**config.mk**
```make
export PLATFORM = sky130hd
export DESIGN_NAME = dram_seq_device_flat
export DESIGN_NICKNAME = d
export VERILOG_FILES = /design/src/common/dram_seq_pkg.sv /design/src/common/dram_seq_if.sv /design/src/dram_seq_device.sv /design/src/flat_wrapper.sv
export VERILOG_INCLUDE_DIRS = /design/src /design/src/common
export SDC_FILE = /design/constraint.sdc
export NUM_CORES = 1
export LEC_CHECK = 0
export ABC_CLOCK_PERIOD_IN_PS = 4450
export BUFFER_PORTS_ARGS = -buffer_cell sky130_fd_sc_hd__buf_2
export CAP_MARGIN = 20
export CORE_MARGIN = 4
export CORE_UTILIZATION = 61
export DETAILED_ROUTE_END_ITERATION = 10
export GPL_ROUTABILITY_DRIVEN = 1
export PLACE_DENSITY = 0.82
export SYNTH_ARGS = -nofsm -noshare
export SYNTH_HDL_FRONTEND = slang
export SYNTH_SLANG_ARGS = --single-unit
export TNS_END_PERCENT = 5
```
**constraint.sdc**
```tcl
create_clock -name ref_clk_i -period 4.45 [get_ports ref_clk_i]
set_clock_uncertainty 0.1 [all_clocks]
set_input_delay 0.2225 -clock ref_clk_i [delete_from_list [all_inputs] [get_ports ref_clk_i]]
set_output_delay 0.2225 -clock ref_clk_i [all_outputs]
set_load 0.005 [all_outputs]
```
**src/common/dram_seq_consts.svh**
```systemverilog
// Shared widths, timing counts and mode encodings for the single read sequencer
`ifndef DRAM_SEQ_CONSTS_SVH
`define DRAM_SEQ_CONSTS_SVH

`define ADDR_W 28
`define WADDR_W 26
`define WORD_LSB 2
`define DRAM_ADDRESS_BUS_W 11
`define LANES 4
`define BANK_W 2
`define SIZE_W 2
`define PRE_W 2
`define CNT_W 4
`define MIN_COL_W 9
`define LANES_OFF 4'hf
`define BANKS_OFF 4'hf
`define ONE_BANK 4'h1
`define CNT_ZERO 4'h0
`define CNT_ONE 4'h1
`define PRE_MIN_CYC 4'h2
`define RCD_LONG_TICKS 4'h2
`define RCD_SHORT_TICKS 4'h0
`define CAS_LONG_TICKS 4'h4
`define CAS_SHORT_TICKS 4'h2
`define ACK_TICK 4'h2
`define ALE_TICKS 2'h1
`define FOREIGN_TICKS 2'h3

`endif

```
**src/common/dram_seq_pkg.sv**
```systemverilog
// Types shared by both ends of the single read sequencer
package dram_seq_pkg;

  typedef enum logic [2:0] {
    st_idle,
    st_decide,
    st_pre_wait,
    st_precharge,
    st_ras_wait,
    st_ras_on,
    st_cas_wait,
    st_cas_on
  } dev_state_type;

  typedef enum logic [1:0] {
    hs_idle,
    hs_addr,
    hs_wait,
    hs_sample
  } host_state_type;

endpackage

```
**src/common/dram_seq_if.sv**
```systemverilog
// Processor bus and DRAM pins joining the sequencer to the processor end
`timescale 1ns/1ps
`include "dram_seq_consts.svh"

interface dram_seq_if;
  logic system_clock;
  logic addr_latch_strobe;
  logic read_strobe_n;
  logic chip_select_n;
  logic same_page_write_hint_n;
  logic [`ADDR_W-1:0] proc_address;
  logic [`LANES-1:0] byte_lane_enable_n;
  logic ack_n;
  logic ack_oe;
  logic read_capture_enable_n;
  logic read_capture_oe;
  logic [`DRAM_ADDRESS_BUS_W-1:0] dram_address_bus;
  logic [`LANES-1:0] row_strobe_n;
  logic [`LANES-1:0] column_strobe_n;
  logic bank_parity;
  logic transceiver_dir;

  modport device (
    output system_clock,
    input addr_latch_strobe,
    input read_strobe_n,
    input chip_select_n,
    input same_page_write_hint_n,
    input proc_address,
    input byte_lane_enable_n,
    output ack_n,
    output ack_oe,
    output read_capture_enable_n,
    output read_capture_oe,
    output dram_address_bus,
    output row_strobe_n,
    output column_strobe_n,
    output bank_parity,
    output transceiver_dir
  );

  modport host (
    input system_clock,
    output addr_latch_strobe,
    output read_strobe_n,
    output chip_select_n,
    output same_page_write_hint_n,
    output proc_address,
    output byte_lane_enable_n,
    input ack_n,
    input ack_oe,
    input read_capture_enable_n,
    input read_capture_oe
  );
endinterface

```
**src/dram_seq_device.sv**
```systemverilog
// DRAM controller end: single read sequencing, page compare and precharge
`timescale 1ns/1ps
`include "dram_seq_consts.svh"

// Notes on behaviour
// Bank parity high for even, low odd
// Column strobes follow requested byte lanes only
// Start on address latch plus read strobe
// Latch address, split, drive row part
// Fast select: late chip select means foreign
// Slow select: decoder valid by next fall
// Row strobe on rise; enable ack lines high
// Delay 0: column at fall, strobe next rise
// Delay 1: column 1.5 cycles later, strobe
// Column strobe width 1.5/2.5, end on fall
// Ack and capture one cycle, before negate
// Processor samples data at strobe negate
// Row strobe stays asserted after read
// Compare page bits; size sets page
// Page hit: column only, strobe per mode
// Page miss: row out, negate, restart
// Precharge at least 2 cycles
// Processor uses single reads for uncached
// Same-page write hint on 22-bit match; host here keeps it negated
// One row strobe per bank, shared columns
// Transceiver direction low for reads
// Reset: strobes negated, no page open
module dram_seq_device
  import dram_seq_pkg::*;
(
  input wire logic ref_clk_i,
  input wire logic reset_i,
  dram_seq_if.device bus,
  input wire logic slow_select_mode_bit_i,
  input wire logic row_to_column_delay_bit_i,
  input wire logic cas_width_long_i,
  input wire logic [`PRE_W-1:0] precharge_extra_i,
  input wire logic [`SIZE_W-1:0] dram_size_i,
  output logic page_open_o,
  output logic busy_o
);
  import dram_seq_pkg::*;

  function automatic logic [`DRAM_ADDRESS_BUS_W-1:0] col_of(input logic [`WADDR_W-1:0] w, input logic [`SIZE_W-1:0] sz);
    logic [`WADDR_W-1:0] m;
    m = ~({`WADDR_W{1'b1}} << (`MIN_COL_W + sz));
    col_of = `DRAM_ADDRESS_BUS_W'(w & m);
  endfunction

  function automatic logic [`WADDR_W-1:0] page_of(input logic [`WADDR_W-1:0] w, input logic [`SIZE_W-1:0] sz);
    page_of = w >> (`MIN_COL_W + sz);
  endfunction

  function automatic logic [`DRAM_ADDRESS_BUS_W-1:0] row_of(input logic [`WADDR_W-1:0] w, input logic [`SIZE_W-1:0] sz);
    row_of = col_of(page_of(w, sz), sz);
  endfunction

  function automatic logic [`BANK_W-1:0] bank_of(input logic [`WADDR_W-1:0] w, input logic [`SIZE_W-1:0] sz);
    bank_of = `BANK_W'(page_of(page_of(w, sz), sz));
  endfunction

  dev_state_type state_ff;
  logic phase_ff;
  logic [`CNT_W-1:0] cnt_ff;
  logic [`WADDR_W-1:0] waddr_ff;
  logic [`LANES-1:0] lanes_n_ff;
  logic [`WADDR_W-1:0] open_page_ff;
  logic page_open_ff;
  logic [`LANES-1:0] row_strobe_n_ff;
  logic [`LANES-1:0] column_strobe_n_ff;
  logic [`DRAM_ADDRESS_BUS_W-1:0] dram_address_bus_ff;
  logic ack_n_ff;
  logic capture_n_ff;
  logic drive_ff;
  logic parity_ff;
  logic dir_ff;
  logic rise;
  logic cnt_done;
  logic start;
  logic page_hit;
  logic [`WADDR_W-1:0] waddr_in;
  logic [`CNT_W-1:0] to_rise;
  logic [`BANK_W-1:0] start_bank;

  // A rise tick is one that raises the system clock, flagged while the clock is low
  assign rise = ~phase_ff;
  assign cnt_done = (cnt_ff == `CNT_ZERO);
  assign waddr_in = bus.proc_address[`ADDR_W-1:`WORD_LSB];
  assign start = bus.addr_latch_strobe & ~bus.read_strobe_n;
  assign page_hit = page_open_ff && (page_of(waddr_ff, dram_size_i) == open_page_ff);
  assign to_rise = `CNT_W'(rise);
  assign start_bank = bank_of(waddr_in, dram_size_i);

  // System clock for both ends, one half cycle per tick
  always_ff @(posedge ref_clk_i) begin
    if (reset_i) begin
      phase_ff <= 1'b0;
    end else begin
      phase_ff <= ~phase_ff;
    end
  end

  // Transceiver direction: this block only reads
  always_ff @(posedge ref_clk_i) begin
    if (reset_i) begin
      dir_ff <= 1'b0;
    end else begin
      dir_ff <= 1'b0;
    end
  end

  // Access sequencing and memory controls
  always_ff @(posedge ref_clk_i) begin
    if (reset_i) begin
      state_ff <= st_idle;
      cnt_ff <= `CNT_ZERO;
      waddr_ff <= '0;
      lanes_n_ff <= `LANES_OFF;
      open_page_ff <= '0;
      page_open_ff <= 1'b0;
      row_strobe_n_ff <= `BANKS_OFF;
      column_strobe_n_ff <= `LANES_OFF;
      dram_address_bus_ff <= '0;
      ack_n_ff <= 1'b1;
      capture_n_ff <= 1'b1;
      drive_ff <= 1'b0;
      parity_ff <= 1'b1;
    end else begin
      if (!cnt_done) begin
        cnt_ff <= cnt_ff - `CNT_ONE;
      end
      unique case (state_ff)
        st_idle: begin
          if (start) begin
            waddr_ff <= waddr_in;
            lanes_n_ff <= bus.byte_lane_enable_n;
            dram_address_bus_ff <= row_of(waddr_in, dram_size_i);
            parity_ff <= ~start_bank[0];
            // Fast mode decides on the next rise, slow one edge later
            cnt_ff <= `CNT_W'(rise) + `CNT_W'(slow_select_mode_bit_i);
            state_ff <= st_decide;
          end
        end
        st_decide: begin
          if (cnt_done) begin
            cnt_ff <= to_rise;
            if (bus.chip_select_n) begin
              state_ff <= st_idle;
            end else if (page_hit) begin
              dram_address_bus_ff <= col_of(waddr_ff, dram_size_i);
              drive_ff <= 1'b1;
              state_ff <= st_cas_wait;
            end else if (page_open_ff) begin
              state_ff <= st_pre_wait;
            end else begin
              state_ff <= st_ras_wait;
            end
          end
        end
        st_pre_wait: begin
          if (cnt_done) begin
            row_strobe_n_ff <= `BANKS_OFF;
            page_open_ff <= 1'b0;
            cnt_ff <= `CNT_W'((precharge_extra_i + `PRE_MIN_CYC) << 1) - `CNT_ONE;
            state_ff <= st_precharge;
          end
        end
        st_precharge, st_ras_wait: begin
          if (cnt_done) begin
            // One row strobe selects one bank
            row_strobe_n_ff <= ~(`ONE_BANK << bank_of(waddr_ff, dram_size_i));
            drive_ff <= 1'b1;
            open_page_ff <= page_of(waddr_ff, dram_size_i);
            page_open_ff <= 1'b1;
            cnt_ff <= row_to_column_delay_bit_i ? `RCD_LONG_TICKS : `RCD_SHORT_TICKS;
            state_ff <= st_ras_on;
          end
        end
        st_ras_on: begin
          if (cnt_done) begin
            dram_address_bus_ff <= col_of(waddr_ff, dram_size_i);
            state_ff <= st_cas_wait;
          end
        end
        st_cas_wait: begin
          if (cnt_done) begin
            column_strobe_n_ff <= lanes_n_ff;
            cnt_ff <= cas_width_long_i ? `CAS_LONG_TICKS : `CAS_SHORT_TICKS;
            state_ff <= st_cas_on;
          end
        end
        st_cas_on: begin
          if (cnt_ff == `ACK_TICK) begin
            ack_n_ff <= 1'b0;
            capture_n_ff <= 1'b0;
          end
          if (cnt_done) begin
            // Negation lands on a falling edge, where data is sampled
            column_strobe_n_ff <= `LANES_OFF;
            ack_n_ff <= 1'b1;
            capture_n_ff <= 1'b1;
            drive_ff <= 1'b0;
            state_ff <= st_idle;
          end
        end
      endcase
    end
  end

  // Status outputs
  always_ff @(posedge ref_clk_i) begin
    if (reset_i) begin
      page_open_o <= 1'b0;
      busy_o <= 1'b0;
    end else begin
      page_open_o <= page_open_ff;
      busy_o <= (state_ff != st_idle) || start;
    end
  end

  assign bus.system_clock = phase_ff;
  assign bus.ack_n = ack_n_ff;
  assign bus.ack_oe = drive_ff;
  assign bus.read_capture_enable_n = capture_n_ff;
  assign bus.read_capture_oe = drive_ff;
  assign bus.dram_address_bus = dram_address_bus_ff;
  assign bus.row_strobe_n = row_strobe_n_ff;
  assign bus.column_strobe_n = column_strobe_n_ff;
  assign bus.bank_parity = parity_ff;
  assign bus.transceiver_dir = dir_ff;

endmodule // dram_seq_device

```
**src/flat_wrapper.sv**
```systemverilog
// flat-port wrapper written by rule: the top's interface ports become plain ports
module dram_seq_device_flat import dram_seq_pkg::*;
  (ref_clk_i, reset_i, slow_select_mode_bit_i, row_to_column_delay_bit_i, cas_width_long_i, precharge_extra_i, dram_size_i, page_open_o, busy_o, bus_system_clock, bus_addr_latch_strobe, bus_read_strobe_n, bus_chip_select_n, bus_same_page_write_hint_n, bus_proc_address, bus_byte_lane_enable_n, bus_ack_n, bus_ack_oe, bus_read_capture_enable_n, bus_read_capture_oe, bus_dram_address_bus, bus_row_strobe_n, bus_column_strobe_n, bus_bank_parity, bus_transceiver_dir);
  dram_seq_if bus_i ();
  input wire logic ref_clk_i;
  input wire logic reset_i;
  input wire logic slow_select_mode_bit_i;
  input wire logic row_to_column_delay_bit_i;
  input wire logic cas_width_long_i;
  input wire logic [`PRE_W-1:0] precharge_extra_i;
  input wire logic [`SIZE_W-1:0] dram_size_i;
  output logic page_open_o;
  output logic busy_o;
  output wire logic [$bits(bus_i.system_clock)-1:0] bus_system_clock;
  input wire logic [$bits(bus_i.addr_latch_strobe)-1:0] bus_addr_latch_strobe;
  input wire logic [$bits(bus_i.read_strobe_n)-1:0] bus_read_strobe_n;
  input wire logic [$bits(bus_i.chip_select_n)-1:0] bus_chip_select_n;
  input wire logic [$bits(bus_i.same_page_write_hint_n)-1:0] bus_same_page_write_hint_n;
  input wire logic [$bits(bus_i.proc_address)-1:0] bus_proc_address;
  input wire logic [$bits(bus_i.byte_lane_enable_n)-1:0] bus_byte_lane_enable_n;
  output wire logic [$bits(bus_i.ack_n)-1:0] bus_ack_n;
  output wire logic [$bits(bus_i.ack_oe)-1:0] bus_ack_oe;
  output wire logic [$bits(bus_i.read_capture_enable_n)-1:0] bus_read_capture_enable_n;
  output wire logic [$bits(bus_i.read_capture_oe)-1:0] bus_read_capture_oe;
  output wire logic [$bits(bus_i.dram_address_bus)-1:0] bus_dram_address_bus;
  output wire logic [$bits(bus_i.row_strobe_n)-1:0] bus_row_strobe_n;
  output wire logic [$bits(bus_i.column_strobe_n)-1:0] bus_column_strobe_n;
  output wire logic [$bits(bus_i.bank_parity)-1:0] bus_bank_parity;
  output wire logic [$bits(bus_i.transceiver_dir)-1:0] bus_transceiver_dir;
  assign bus_system_clock = bus_i.system_clock;
  assign bus_i.addr_latch_strobe = bus_addr_latch_strobe;
  assign bus_i.read_strobe_n = bus_read_strobe_n;
  assign bus_i.chip_select_n = bus_chip_select_n;
  assign bus_i.same_page_write_hint_n = bus_same_page_write_hint_n;
  assign bus_i.proc_address = bus_proc_address;
  assign bus_i.byte_lane_enable_n = bus_byte_lane_enable_n;
  assign bus_ack_n = bus_i.ack_n;
  assign bus_ack_oe = bus_i.ack_oe;
  assign bus_read_capture_enable_n = bus_i.read_capture_enable_n;
  assign bus_read_capture_oe = bus_i.read_capture_oe;
  assign bus_dram_address_bus = bus_i.dram_address_bus;
  assign bus_row_strobe_n = bus_i.row_strobe_n;
  assign bus_column_strobe_n = bus_i.column_strobe_n;
  assign bus_bank_parity = bus_i.bank_parity;
  assign bus_transceiver_dir = bus_i.transceiver_dir;
  dram_seq_device u_core (.ref_clk_i(ref_clk_i), .reset_i(reset_i), .bus(bus_i), .slow_select_mode_bit_i(slow_select_mode_bit_i), .row_to_column_delay_bit_i(row_to_column_delay_bit_i), .cas_width_long_i(cas_width_long_i), .precharge_extra_i(precharge_extra_i), .dram_size_i(dram_size_i), .page_open_o(page_open_o), .busy_o(busy_o));
endmodule
```
==> flow_metrics.py, run 1 <==
metrics = {
    "logic_synthesis": {
        "ys_top_cells_by_area": "dfxtp_1, mux4_2, nand2_1",
        "syn-num-nets": 574,
        "synth_ff_type": "dfxtp_1",
        "ys_ff_latch": 80,
        "synth_edf_count": 0,
        "async_flop_share": 0,
        "yosysSeqAreaShare": 0.3539,
        "synth.cell_area_um2": 4526,
        "yosys.cell_types.count": 58,
        "syn-mean-instance-area_um2": 8.653,
        "synth_top_area_cell": "dfxtp_1",
        "yosysTopAreaCellShare": 0.3539,
        "synthCells": 523,
        "synth-warning-count": 0,
    },
    "clocking": {
        "ctsLongestPathBuffers": 2,
        "cts.sink_count": 80,
        "insertion_delay_ps": 360,
        "htree_levels": 3,
        "cts_resized": 0,
        "cts_tree": "built",
        "root_buffer": "clkbuf_8",
        "cts_buffers": 9,
        "cts.clk_slew.worst_paths_ps": 90,
    },
    "run_status": {
        "status": "complete, no violations",
    },
    "drt": {
        "firstDrtPassIters": 5,
        "wl_per_cell_um": 16.47,
        "ant_nets": 0,
        "via_per_inst": 6.120,
        "wl_um": 11230,
        "drt-initial-drc-count": 286,
        "vias": 4174,
        "drc": 0,
    },
    "timing": {
        "fmax_ghz": 0.3383,
        "period_share": 0.6642,
        "tns_ps": 0,
        "tightest_slew_ps": 1017,
        "post-route-min-period_ps": 2956,
        "finalHoldViolations": 0,
        "slew_viol_final": 0,
        "rsz0062_at_grt": "false",
        "layout_setup_ws_ps": 1494,
        "setup_viol": 0,
        "slew_headroom": 0.3222,
    },
    "grt": {
        "grtUsageMet2": 0.4329,
        "grt_use_met3": 0.05849,
        "grt_antenna_before_repair": 0,
        "grt_max_degree": 58,
        "grt_pass1_vias": 3987,
        "grt_use_met1": 0.3310,
        "grt.busiest_layer": "met2",
        "grt_overflow": 0,
        "track_usage": 0.2619,
        "grt_pass1_wl_um": 18330,
    },
    "cells_and_area": {
        "antenna_cells": 0,
        "syn_to_final_growth_pct": 14.16,
        "final_common_cell": "nand2_1",
        "mostFrequentLayoutCells": "nand2_1, dfxtp_1, buf_2, a21oi_1, nor2_1",
        "finish.net_count": 629,
        "layout-drive-gt1-share": 0.2127,
    },
    "placement": {
        "place.gp.congestion": 0.8607,
        "dpl.hpwl_um": 7476,
        "port-buffer-count": 68,
        "dp_worst_setup_slack_ps": 1170,
    },
    "die": {
        "ios": 73,
        "fp.dieW_um": 94.14,
        "row_count": 31,
        "die_h_um": 94.14,
        "initial_core_util": 0.6273,
        "core_um2": 7214,
        "dieArea_um2": 8861,
    },
    "critical_path": {
        "arrival_ps": 3110,
        "crit_path_max_fanout": 27,
        "endpoint": "u_core.bus.dram_address_bus[5]",
        "r2r_cells": 5,
        "required_ps": 4600,
        "reg2reg_from": "u_core.state_ff[0]",
        "timing.rr.end": "u_core.bus.dram_address_bus[5]",
        "critical_path_class": "in2reg",
        "r2r_setup_slack_ps": 1500,
        "startpoint": "dram_size_i[0]",
        "start_kind": "input port",
        "cp-end-kind": "register",
    },
    "pwr": {
        "peakVddDrop_v": 0.0002130,
        "powerDensity_nw_per_um2": 418.9,
        "leakage_nw": 1.983,
    },
    "min_path": {
        "hp-class": "in2reg",
    },
    "job": {
        "maxCapViolCount": 0,
    },
}
==> timing repair <==
action / 4_1_cts / 5_1_grt
setup buffers: 0 / 0
hold buffers: 13 / 0
hold endpoints to repair: 13 / 0
==> worst min-delay path by stage <==
| stage | from | endpoint | slack (ps) | cells after the start |
|---|---|---|---|---|
| after CTS | bus_proc_address[25] | u_core.waddr_ff[23] | 3 | 3 |
| after floorplan | bus_byte_lane_enable_n[0] | u_core.lanes_n_ff[0] | 250 | 2 |
| after global placement | bus_byte_lane_enable_n[2] | u_core.lanes_n_ff[2] | 330 | 3 |
| after global routing | bus_proc_address[25] | u_core.waddr_ff[23] | 10 | 3 |
| after detailed placement | bus_byte_lane_enable_n[3] | u_core.lanes_n_ff[3] | 340 | 3 |
| final | bus_proc_address[25] | u_core.waddr_ff[23] | 10 | 3 |
==> cells in the mapped netlist (all sizes together), types with 2 or more instances <==
| master | instances |
|---|---|
| a211oi | 3 |
| a21o | 3 |
| a21oi | 65 |
| a221oi | 2 |
| and2 | 3 |
| and3 | 2 |
| and4 | 2 |
| buf | 11 |
| clkbuf | 31 |
| dfxtp | 80 |
| ha | 6 |
| inv | 8 |
| mux2 | 11 |
| mux2i | 15 |
| mux4 | 23 |
| nand2 | 98 |
| nand2b | 10 |
| nand3 | 5 |
| nand3b | 5 |
| nand4 | 3 |
| nor2 | 35 |
| nor2b | 5 |
| nor3 | 34 |
| nor3b | 2 |
| o211ai | 2 |
| o21ai | 8 |
| o21bai | 5 |
| o22ai | 3 |
| o31ai | 2 |
| o32ai | 2 |
| o41ai | 3 |
| xnor2 | 15 |
| xor2 | 6 |
==> sequential cells by signal, indices dropped and copies added, names as in the netlist <==
signal / count
u_core.page_open_ff: 1
u_core.page_open_o: 1
u_core.state_ff: 3
u_core.lanes_n_ff: 4
u_core.bus.system_clock: 1
u_core.waddr_ff: 26
u_core.busy_o: 1
u_core.bus.dram_address_bus: 11
u_core.bus.ack_n: 1
u_core.bus.ack_oe: 1
u_core.open_page_ff: 17
u_core.bus.column_strobe_n: 4
u_core.cnt_ff: 4
u_core.bus.bank_parity: 1
u_core.bus.row_strobe_n: 4
==> worst max-delay path, cell delays in order <==
cell and delay, ps:
buf_2 490, mux4_1 690, xnor2_1 250, nand4_2 160, a2111oi_2 410, nand4_1 470, a21oi_1 320, nor3_1 90
==> logic make-up (layout without fill, tap and decap cells) <==
| group | Yosys count | count (layout) | share of synthesized area |
|---|---|---|---|
| simple gates | 207 | 207 | 0.2079 |
| buf+inv | 50 | 110 | 0.05004 |
| mux | 49 | 49 | 0.1783 |
| fa+ha+maj | 6 | 6 | 0.01659 |
| xor+xnor | 21 | 21 | 0.04230 |
| compound gates | 109 | 109 | 0.1501 |
| flops | 80 | 80 | 0.3539 |
| other cells | 1 | 1 | 0.0008286 |
==> metrics by stage <==
stage | cells | utilization | hold slack [ps] | total power [mW] | area [um2]
floorplan | 523 | - | 246.6 | 1.430 | 4526
global placement | 653 | 0.6696 | 333.5 | 1.567 | 4831
detailed placement | 653 | 0.6696 | 335.1 | 1.599 | 4831
CTS | 682 | 0.7161 | 3.184 | 2.161 | 5166
global route | 682 | 0.7161 | 11.90 | 2.293 | 5166
finish | 682 | 0.7161 | 13.25 | 2.164 | 5166
==> where the power goes <==
part	switching (mW)	internal, mW	total (mW)
logic	0.404	0.311	0.715
registers	0.0944	0.795	0.889
clock network	0.284	0.276	0.560
==> routing by layer <==
metal | vias to the layer above | share of wire
met4 | 0 | 0.023
li1 | 1969 | -
met2 | 166 | 0.51
met3 | 21 | 0.066
met5 | - | 0
met1 | 2018 | 0.41
==> layout make-up <==
cell class / instances / area, um2
clock inverters: 6 / 67.56
multi-input cells: 393 / 2698
repair buffers: 86 / 508.0
well taps: 99 / 123.9
fillers: 582 / 2048
flip-flops and latches: 80 / 1602
inverters: 8 / 30.03
clock buffers: 10 / 137.6
Power figures use the tool's default switching activity.
==> inputs of run 2 (changes only) <==
ABC_CLOCK_PERIOD_IN_PS = 2900   (was 4450)
CORE_UTILIZATION = 57   (was 61)
PLACE_DENSITY = 0.77   (was 0.82)
clock period = 2.9 ns   (was 4.45 ns; I/O delays follow)
==> run 2 against run 1 <==
Effect of this change:
- critical path depth is 1 lower
- setup slack worse by 1200 ps
- cell count is 4.7% higher
- global-route usage is 1.1 points lower
- non-clock buffer count is 30 higher
- worst hold slack better by 7.9 ps
- final area is 5.9% higher
- count of clock-buffer cells in the layout is 1 lower
- combinational power is 66% higher
- routed wire length is 4.6% higher
- utilization is 0.80 points lower
- critical path type is now reg2reg
- critical endpoint is now u_core.state_ff[2]
==> flow_metrics.py, run 2 (synthesis gave the netlist of run 1 again) <==
metrics = {
    "run_status": {
        "status": "complete, no violations",
    },
    "cells_and_area": {
        "top_register": "u_core.waddr_ff",
        "mostFrequentLayoutCells": "nand2_1, dfxtp_1, buf_2, a21oi_1, nor2_1",
        "final_common_cell": "nand2_1",
        "largest_register_ff_count": 26,
        "finish.net_count": 659,
        "fin_cells": 714,
        "design_area_um2": 5472,
        "syn_to_final_growth_pct": 20.90,
        "antenna_cells": 0,
        "layout-drive-gt1-share": 0.2222,
    },
    "die": {
        "die_h_um": 97.11,
        "ios": 73,
        "dieArea_um2": 9429,
        "initial_core_util": 0.5857,
        "row_count": 32,
        "core_um2": 7727,
        "fp.dieW_um": 97.11,
    },
    "clocking": {
        "cts_resized": 0,
        "root_buffer": "clkbuf_8",
        "cts.sink_count": 80,
        "ctsLongestPathBuffers": 2,
        "cts.clk_slew.worst_paths_ps": 90,
        "insertion_delay_ps": 370,
        "cts_tree": "built",
        "cts_buffers": 9,
        "cts_hold_buf": 30,
        "postCtsSetupBuffers": 0,
        "htree_levels": 3,
    },
    "timing": {
        "slew_viol_final": 0,
        "tightest_slew_ps": 715.3,
        "rsz0062_at_grt": "false",
        "period_share": 0.8913,
        "setup_viol": 0,
        "finalHoldViolations": 0,
        "layout_setup_ws_ps": 315.2,
        "tns_ps": 0,
        "slew_headroom": 0.5231,
        "fmax_ghz": 0.3869,
        "post-route-min-period_ps": 2585,
    },
    "placement": {
        "place_area_um2": 4932,
        "port-buffer-count": 68,
        "dp_worst_setup_slack_ps": 152.1,
        "placedCellCount": 669,
        "dpl.hpwl_um": 7645,
        "place.gp.congestion": 0.8533,
    },
    "critical_path": {
        "r2r_cells": 7,
        "critical_path_class": "reg2reg",
        "reg2reg_from": "u_core.waddr_ff[19]",
        "crit_path_max_fanout": 6,
        "arrival_ps": 2770,
        "required_ps": 3090,
        "timing.rr.end": "u_core.state_ff[2]",
        "path_buf_inv": 0,
        "start_kind": "register",
        "slowest_stage": "mux4_2",
        "path_cells": "mux4_2 -> xnor2_1 -> nand4_2 -> a2111o_1 -> o41ai_2 -> nand3b_1 -> a221oi_2",
        "crit_family": "compound AO/OA/AOI/OAI gates",
        "r2r_setup_slack_ps": 320,
        "cp_slowest_stage_delay_ps": 510,
        "cp-end-kind": "register",
    },
    "grt": {
        "grt_pass1_vias": 4044,
        "grt_max_degree": 44,
        "grt_antenna_before_repair": 0,
        "grt_pass1_wl_um": 19420,
        "grt_overflow": 0,
        "track_usage": 0.2511,
    },
    "min_path": {
        "whs_endpoint": "u_core.waddr_ff[19]",
        "hp-class": "in2reg",
        "hold_start": "bus_proc_address[21]",
        "hold_depth": 3,
    },
    "drt": {
        "ant_nets": 0,
        "wl_per_cell_um": 16.45,
        "vias": 4255,
        "firstDrtPassIters": 5,
        "wl_um": 11740,
        "drc": 0,
        "via_per_inst": 5.959,
        "drt-initial-drc-count": 306,
    },
    "job": {
        "maxCapViolCount": 0,
    },
    "pwr": {
        "leakage_nw": 2.135,
        "finalPower_mw": 3.540,
        "peakVddDrop_v": 0.0003393,
        "powerDensity_nw_per_um2": 647.0,
    },
}
## run 2: how the worst max path moves through the flow
stage	startpoint	to	depth (start not counted)
2_1_floorplan	dram_size_i[0]	u_core.state_ff[2]	9
3_3_place_gp	dram_size_i[0]	u_core.bus.dram_address_bus[2]	10
3_5_place_dp	dram_size_i[0]	u_core.bus.dram_address_bus[6]	10
4_1_cts	u_core.waddr_ff[12]	u_core.state_ff[2]	7
5_1_grt	u_core.waddr_ff[12]	u_core.bus.dram_address_bus[6]	8
6_report	u_core.waddr_ff[19]	u_core.state_ff[2]	7
## run 2: per-layer routing
layer | wire length, um | track usage
met1 | 4823 | 0.3075
met2 | 5849 | 0.4315
met4 | 336 | 0.1156
met5 | 0 | 0
met3 | 733 | 0.04164
## run 2: worst register-to-register path, stage by stage (launching register included)
cell and delay [ps]:
dfxtp_1 370, mux4_2 510, xnor2_1 190, nand4_2 170, a2111o_1 430, o41ai_2 330, nand3b_1 140, a221oi_2 280
## run 2: layout make-up
cell class	instances	area (um2)
Clock inverter	6	115.1
Timing Repair Buffer	116	775.7
Clock buffer	9	123.9
Fill cell	593	2256
Multi-Input combinational cell	393	2698
Inverter	8	30.03
Tap cell	102	127.6
Sequential cell	80	1602
## run 2: through the flow
stage / utilization / hold slack, ps
2_1_floorplan: - / 169.1
6_report: 0.7081 / 21.14
3_5_place_dp: 0.6383 / 271.6
4_1_cts: 0.7081 / 2.824
3_3_place_gp: 0.6383 / 258.0
5_1_grt: 0.7081 / 38.02
## run 2: report_power, final
group          leakage, nW  internal, mW  switching, mW
registers            0.651          1.22          0.115
clock network        0.116         0.573          0.440
logic                 1.37         0.533          0.659
total                 2.13          2.33           1.21
